### config.mk
export PLATFORM = sky130hd
export DESIGN_NAME = reset_and_boot_mode_control
export DESIGN_NICKNAME = d
export VERILOG_FILES = /design/src/hdl/reset_boot_pkg.sv /design/src/hdl/reset_and_boot_mode_control.sv
export SDC_FILE = /design/constraint.sdc
export NUM_CORES = 1
export LEC_CHECK = 0
export ABC_AREA = 0
export BUFFER_PORTS_ARGS = -buffer_cell sky130_fd_sc_hd__buf_4
export CORE_UTILIZATION = 40
export DETAILED_ROUTE_END_ITERATION = 10
export MAX_ROUTING_LAYER = met4
export PLACE_DENSITY = 0.84
export SETUP_SLACK_MARGIN = 0.15
export SYNTH_ARGS = -nofsm -noshare
export SYNTH_HDL_FRONTEND = slang
export SYNTH_SLANG_ARGS = --single-unit
### constraint.sdc
create_clock -name mclk -period 3.3 [get_ports mclk]
set_input_delay 0.33 -clock mclk [delete_from_list [all_inputs] [get_ports mclk]]
set_output_delay 0.33 -clock mclk [all_outputs]
set_load 0.01 [all_outputs]
### src/hdl/reset_boot_pkg.sv
// constants for the chip reset and boot-mode block
// Behaviour
// (RL1) Asserting the reset input puts core and peripherals into reset at once, with no clock.
// (RL2) The reset output stays low exactly 512 system clocks after the last reset source ends; the code holds it 515 (512 after internal release).
// (RL3) The clock output pin follows the internal system clock.
// (RL4) Boot config high with test low at reset exit selects serial flash programming mode.
// (RL5) In serial flash programming mode the programming port owns the on-chip flash.
// (RL6) The board holds the test pin low in normal operation.
// (RL7) After reset every programmable output takes the low drive-strength default.
// (RL8) A pin configured as general-purpose I/O has its pull-up enabled; the code drops it on gpio pins taken by the transceiver.
// (RL9) An external transceiver takes over the first two serial ports and the timer pins.
// (RL10) CAN transmit and receive have no dedicated pins, only multiplexed slots.
// (RL11) Boot pins are sampled once as internal reset releases and held until next reset.
package reset_boot_pkg;
	localparam int RESET_OUT_CYCLES = 512;
	localparam int DRIVE_BITS = 40;
	localparam logic [39:0] DRIVE_RESET = 40'h00_0000_0000;
	localparam int GPIO_PINS = 40;
	// pin indices inside the pad vectors
	localparam int UART0_LO = 8;
	localparam int UART1_HI = 15;
	localparam int TIMER16_LO = 20;
	localparam int TIMER16_HI = 23;
	localparam int CAN_TX_SLOT = 39;
	localparam int CAN_RX_SLOT = 38;
endpackage

### src/hdl/reset_and_boot_mode_control.sv
// chip reset sequencing, boot-mode capture and pad default control
`timescale 1ns/1ns
module reset_and_boot_mode_control #(
	parameter int HOLD_CYCLES = reset_boot_pkg::RESET_OUT_CYCLES,
	parameter int PINS = reset_boot_pkg::GPIO_PINS
) (
	input wire logic mclk,
	input wire logic rst_n,
	input wire logic reset_input_n,
	input wire logic boot_config_select,
	input wire logic test_pin,
	input wire logic ext_phy_select,
	input wire logic can_mux_enable,
	input wire logic drive_write,
	input wire logic [reset_boot_pkg::DRIVE_BITS-1:0] drive_wdata,
	input wire logic [PINS-1:0] gpio_mode,
	output logic core_reset_n,
	output logic reset_output_n,
	output logic system_clock_out,
	output logic serial_flash_prog_mode,
	output logic flash_owner_prog_port,
	output logic [reset_boot_pkg::DRIVE_BITS-1:0] drive_strength_select,
	output logic [PINS-1:0] pullup_enable,
	output logic [PINS-1:0] phy_takeover,
	output logic can_transmit_pin_en,
	output logic can_receive_pin_en
);
	localparam int CW = $clog2(HOLD_CYCLES + 1);

	// the pad decode reaches the CAN slots at the top of the pin vector
	if (HOLD_CYCLES < 1 || PINS <= reset_boot_pkg::CAN_TX_SLOT) begin : g_bad_params
		$error("reset_and_boot_mode_control: parameters out of range");
	end

	// both reset sources combine before the release synchroniser
	wire any_reset_n = rst_n & reset_input_n;

	logic sync1;
	logic sync2;
	logic [CW-1:0] hold_count;
	logic [CW-1:0] next_hold_count;
	logic sync2_d;
	logic prog_mode;

	// asserts asynchronously, releases through two flops
	always_ff @(posedge mclk or negedge any_reset_n) begin
		if (!any_reset_n)
			sync1 <= 1'b0;
		else
			sync1 <= 1'b1;
	end

	// only this second stage reads the first, to let a metastable level settle
	always_ff @(posedge mclk or negedge any_reset_n) begin
		if (!any_reset_n)
			sync2 <= 1'b0;
		else
			sync2 <= sync1;
	end

	// internal reset is immediate on assertion
	always_ff @(posedge mclk or negedge any_reset_n) begin
		if (!any_reset_n)
			core_reset_n <= 1'b0; // RL1
		else
			core_reset_n <= sync2;
	end

	assign next_hold_count = (hold_count == CW'(HOLD_CYCLES)) ? hold_count : hold_count + 1'b1;

	// saturates, so the released pin stays high until the next reset
	wire next_reset_output_n = (next_hold_count == CW'(HOLD_CYCLES));

	// counts cycles from internal reset release
	always_ff @(posedge mclk or negedge any_reset_n) begin
		if (!any_reset_n)
			hold_count <= '0;
		else if (core_reset_n)
			hold_count <= next_hold_count;
	end

	always_ff @(posedge mclk or negedge any_reset_n) begin
		if (!any_reset_n)
			reset_output_n <= 1'b0;
		else if (core_reset_n)
			reset_output_n <= next_reset_output_n; // RL2
	end

	// boot straps sampled on the release edge only
	wire release_edge = sync2 & ~sync2_d;
	wire next_prog_mode = boot_config_select & ~test_pin; // RL4 RL6

	always_ff @(posedge mclk or negedge any_reset_n) begin
		if (!any_reset_n)
			sync2_d <= 1'b0;
		else
			sync2_d <= sync2;
	end

	// later strap changes are ignored until the next reset
	always_ff @(posedge mclk or negedge any_reset_n) begin
		if (!any_reset_n)
			prog_mode <= 1'b0;
		else if (release_edge)
			prog_mode <= next_prog_mode; // RL11
	end

	// pad defaults and takeover decode
	function automatic logic pin_in_range(input int pin, input int lo, input int hi);
		pin_in_range = (pin >= lo) && (pin <= hi);
	endfunction

	wire [PINS-1:0] phy_pins;
	wire [PINS-1:0] next_pullup_enable;
	wire next_can_tx_en;
	wire next_can_rx_en;
	genvar g;
	generate
		for (g = 0; g < PINS; g++) begin : g_phy
			assign phy_pins[g] = ext_phy_select &&
				(pin_in_range(g, reset_boot_pkg::UART0_LO, reset_boot_pkg::UART1_HI) ||
				pin_in_range(g, reset_boot_pkg::TIMER16_LO, reset_boot_pkg::TIMER16_HI)); // RL9
		end
	endgenerate

	// pins handed to the transceiver are not gpio, so they lose the pull-up
	assign next_pullup_enable = gpio_mode & ~phy_pins; // RL8
	// only the multiplexed slots carry CAN; a slot in gpio use drops it
	assign next_can_tx_en = can_mux_enable & ~gpio_mode[reset_boot_pkg::CAN_TX_SLOT]; // RL10
	assign next_can_rx_en = can_mux_enable & ~gpio_mode[reset_boot_pkg::CAN_RX_SLOT]; // RL10

	always_ff @(posedge mclk or negedge any_reset_n) begin
		if (!any_reset_n)
			serial_flash_prog_mode <= 1'b0;
		else
			serial_flash_prog_mode <= prog_mode;
	end

	// flash ownership follows the captured mode, one register per pin
	always_ff @(posedge mclk or negedge any_reset_n) begin
		if (!any_reset_n)
			flash_owner_prog_port <= 1'b0;
		else
			flash_owner_prog_port <= prog_mode; // RL5
	end

	// low drive until software writes otherwise
	always_ff @(posedge mclk or negedge any_reset_n) begin
		if (!any_reset_n)
			drive_strength_select <= reset_boot_pkg::DRIVE_RESET; // RL7
		else if (drive_write)
			drive_strength_select <= drive_wdata;
	end

	always_ff @(posedge mclk or negedge any_reset_n) begin
		if (!any_reset_n)
			pullup_enable <= '0;
		else
			pullup_enable <= next_pullup_enable;
	end

	always_ff @(posedge mclk or negedge any_reset_n) begin
		if (!any_reset_n)
			phy_takeover <= '0;
		else
			phy_takeover <= phy_pins;
	end

	always_ff @(posedge mclk or negedge any_reset_n) begin
		if (!any_reset_n)
			can_transmit_pin_en <= 1'b0;
		else
			can_transmit_pin_en <= next_can_tx_en;
	end

	always_ff @(posedge mclk or negedge any_reset_n) begin
		if (!any_reset_n)
			can_receive_pin_en <= 1'b0;
		else
			can_receive_pin_en <= next_can_rx_en;
	end

	// clock copy must be a flop: toggle on both edges would need a second clock
	// so drive a divided-free copy via a negedge-inverted register pair
	logic clk_pos;
	logic clk_neg;
	always_ff @(posedge mclk or negedge rst_n) begin
		if (!rst_n)
			clk_pos <= 1'b0;
		else
			clk_pos <= ~clk_pos;
	end
	always_ff @(negedge mclk or negedge rst_n) begin
		if (!rst_n)
			clk_neg <= 1'b0;
		else
			clk_neg <= clk_pos;
	end
	// xor of the two toggles reproduces mclk with one flop delay
	// limitation: the xor can glitch if the two flops skew, keep them adjacent
	always_comb system_clock_out = clk_pos ^ clk_neg; // RL3
endmodule

==> impl_metrics.csv <==
group,metric,value,unit
setup_path,endpoint_kind,"output pin",
job,maxCapViolCount,0,
power,internal_power,0.00193,W
power,seqPwrFrac,54.2,%
floorplan,io_pins,215,
sta,maxSlewViolCount,0,
setup_path,path_max_fanout,1,
synthesis,synth_cell_types,36,
setup_path,cp_data_required_time,2970,ps
drt,wirelength,7830,um
power,power_density,502,nW/um^2
drt,drt_iter0_drc,51,
placed_design,placed_cells,565,
power,swShare,28.5,%
drt,drt_first_pass_iters,4,
grt,grt_usage,16.1,%
drt,antenna_left,0,
power,power_frac_clock,25.1,%
clocking,clk_pin_slew_worst_paths,90,ps
cells_and_area,layout-drive-gt1-share,53.6,%
sta,rsz0062_at_grt,"no",
clocking,cts_resized,0,
sta,setup_tns,0,ps
setup_path,crit_arrival,2710,ps
synthesis,synth_area_leaders,"dfrtp_1 65%, mux2_2 12%, buf_4 7.8%",
sta,worst_pin_slew,571,ps
sta,finalClockSkew,14.6,ps
clocking,cts_buffers,9,
synthesis,yosysTopAreaCellShare,65.0,%
synthesis,synth_ff_type,"dfrtp_1",
drt,drc,0,
sta,setup_violations,0,
cells_and_area,final_cell_mix,"186 x buf_4, 100 x dfrtp_1, 40 x mux2_2",
setup_path,max_stage_delay,410,ps
power,power.total,0.00269,W
sta,slew_headroom,62.0,%
cells_and_area,finalNonFillerCells,582,
setup_path,reg2reg_setup_slack,1050,ps
floorplan,core,9280,um^2
floorplan,start_util,41.5,%
drt,num_vias,2545,
sta,hold_slack,75.8,ps
clocking,insertion_delay,350,ps
synthesis,synth_area,3850,um^2
setup_path,r2r_start,"clk_pos",
setup_path,cp_cell_sequence,"xor2_1, buf_4",
grt,grt-ovfl-total,0,
synthesis,syn-mean-instance-area,14.2,um^2
floorplan,dieHeight,100,um
synthesis,synth_area_leader_cell,"dfrtp_1",
setup_path,crit_slowest_cell,"dfrtn_1",
power,combPwrFrac,20.7,%
grt,grt_first_pass_wirelength,11900,um
grt,antenna_found_initial,0,
grt,grt_pass1_vias,2564,
synthesis,synth_enable_flop_cells,0,
drt,wl_per_cell,13.4,um
setup_path,reg2reg_depth,0,
clocking,htree_levels,3,
placed_design,gp_congestion,0.819,
setup_path,reg2reg_to,"clk_neg",
clocking,cts_setup_buffers,0,
cells_and_area,top_regs,"drive_strength_select x40, pullup_enable x40, hold_count x10",
synthesis,ys_warn_count,0,
floorplan,fp.dieW,100,um
synthesis,ys_seq_area_share,65.6,%
clocking,cts_root_buf,"clkbuf_8",
placed_design,portBuffers,186,
cells_and_area,area.growth.synth_to_final,39.3,%
cells_and_area,layout.nets,538,
cells_and_area,final_common_cell,"buf_4",
cells_and_area,final_core_util,57.8,%
drt,via_per_inst,4.37,
placed_design,post-dp-hpwl,5860,um
synthesis,async_reset_ff_share,100,%
floorplan,fp.dieArea,10000,um^2
synthesis,yosys_register_bits,101,
sta,hold_viol_final,0,
cells_and_area,antennaDiodeCount,0,
status,status,"complete, no violations",
setup_path,critPathLaunchType,"flop",
clocking,cts_buffer_depth,2,
power,peakVddDrop,269,uV
power,power.leakage,2.72,nW
power,p_switching,0.000767,W
floorplan,rows,35,
setup_path,crit_type,"reg2out",
grt,grt_max_degree,57,
synthesis,syn-instance-count,272,
clocking,cts_tree,"done",
clocking,cts_sinks,101,
hold_path,hold_class,"in2async",
## synthesized netlist by cell type (2+ instances only)
library cell and number:
buf_1 3, buf_2 2, buf_4 40, clkbuf_1 4, conb_1 2, dfrtp_1 100
ha_1 2, inv_1 6, mux2_2 40, nand2_1 8, nand3_1 4, nand4_1 4
nor2_1 5, nor2b_1 14, nor3_1 5, o21ai_0 2, xnor2_1 6, xor2_1 7
## layout make-up
cell class / instances / area [um^2]
multi-input combinational: 142 / 1060
clock buffer: 11 / 131
tap: 129 / 161
inverter: 6 / 22.5
fill: 757 / 3920
clock inverter: 5 / 37.5
timing repair buffer: 188 / 1430
sequential: 101 / 2530
## timing repair
action	in CTS	in global routing
endpoints found under the setup margin	0	0
hold buffers	1	0
hold endpoints to repair	1	0
## critical path, delay by kind of cell (launching register included)
| family | cells | cell delay, ps |
|---|---|---|
| flops | 1 | 410 |
| xor+xnor | 1 | 170 |
| buf+inv | 1 | 150 |
## kinds of logic after synthesis
group                      Yosys count  synth area share, %
xor gates and xnor gates            13                 2.96
DFF                                101                 65.6
AOI/OAI and AO/OA                   11                 2.44
adders and majority gates            2                0.650
and+or+nand+nor                     46                 6.53
buffers and inverters               56                 9.62
muxes                               41                 12.0
other                                2                0.195
## power by group through the flow
stage	combinational, W	sequential, W	clock (W)
2_1_floorplan	0.000331	0.00148	0
3_3_place_gp	0.000537	0.00147	0
3_5_place_dp	0.000562	0.00148	0
4_1_cts	0.000563	0.00146	0.000708
5_1_grt	0.000613	0.00148	0.000743
6_report	0.000558	0.00146	0.000676
## through the flow
step	area, um^2	setup WS (ps)
floorplan	3950	708
global placement	5180	657
detailed placement	5180	632
CTS	5360	255
global route	5360	204
finish	5360	258
## how the worst max path moves through the flow
stage | from | endpoint | slack (ps) | cells past startpoint
after global routing | clk_neg | system_clock_out | 200 | 2
after global placement | clk_neg | system_clock_out | 660 | 2
final | clk_neg | system_clock_out | 260 | 2
after CTS | clk_neg | system_clock_out | 260 | 2
after floorplan | clk_neg | system_clock_out | 710 | 1
after detailed placement | clk_neg | system_clock_out | 630 | 2
## per-layer routing
metal / GRT usage [%] / vias to the layer above / part of all wire (%)
met1: 17.6 / 1214 / 39
met4: 6.91 / 0 / 1.1
li1: - / 1191 / -
met5: - / - / 0
met2: 28.5 / 131 / 53
met3: 3.48 / 9 / 6.9
(Power assumes the default switching activity.)
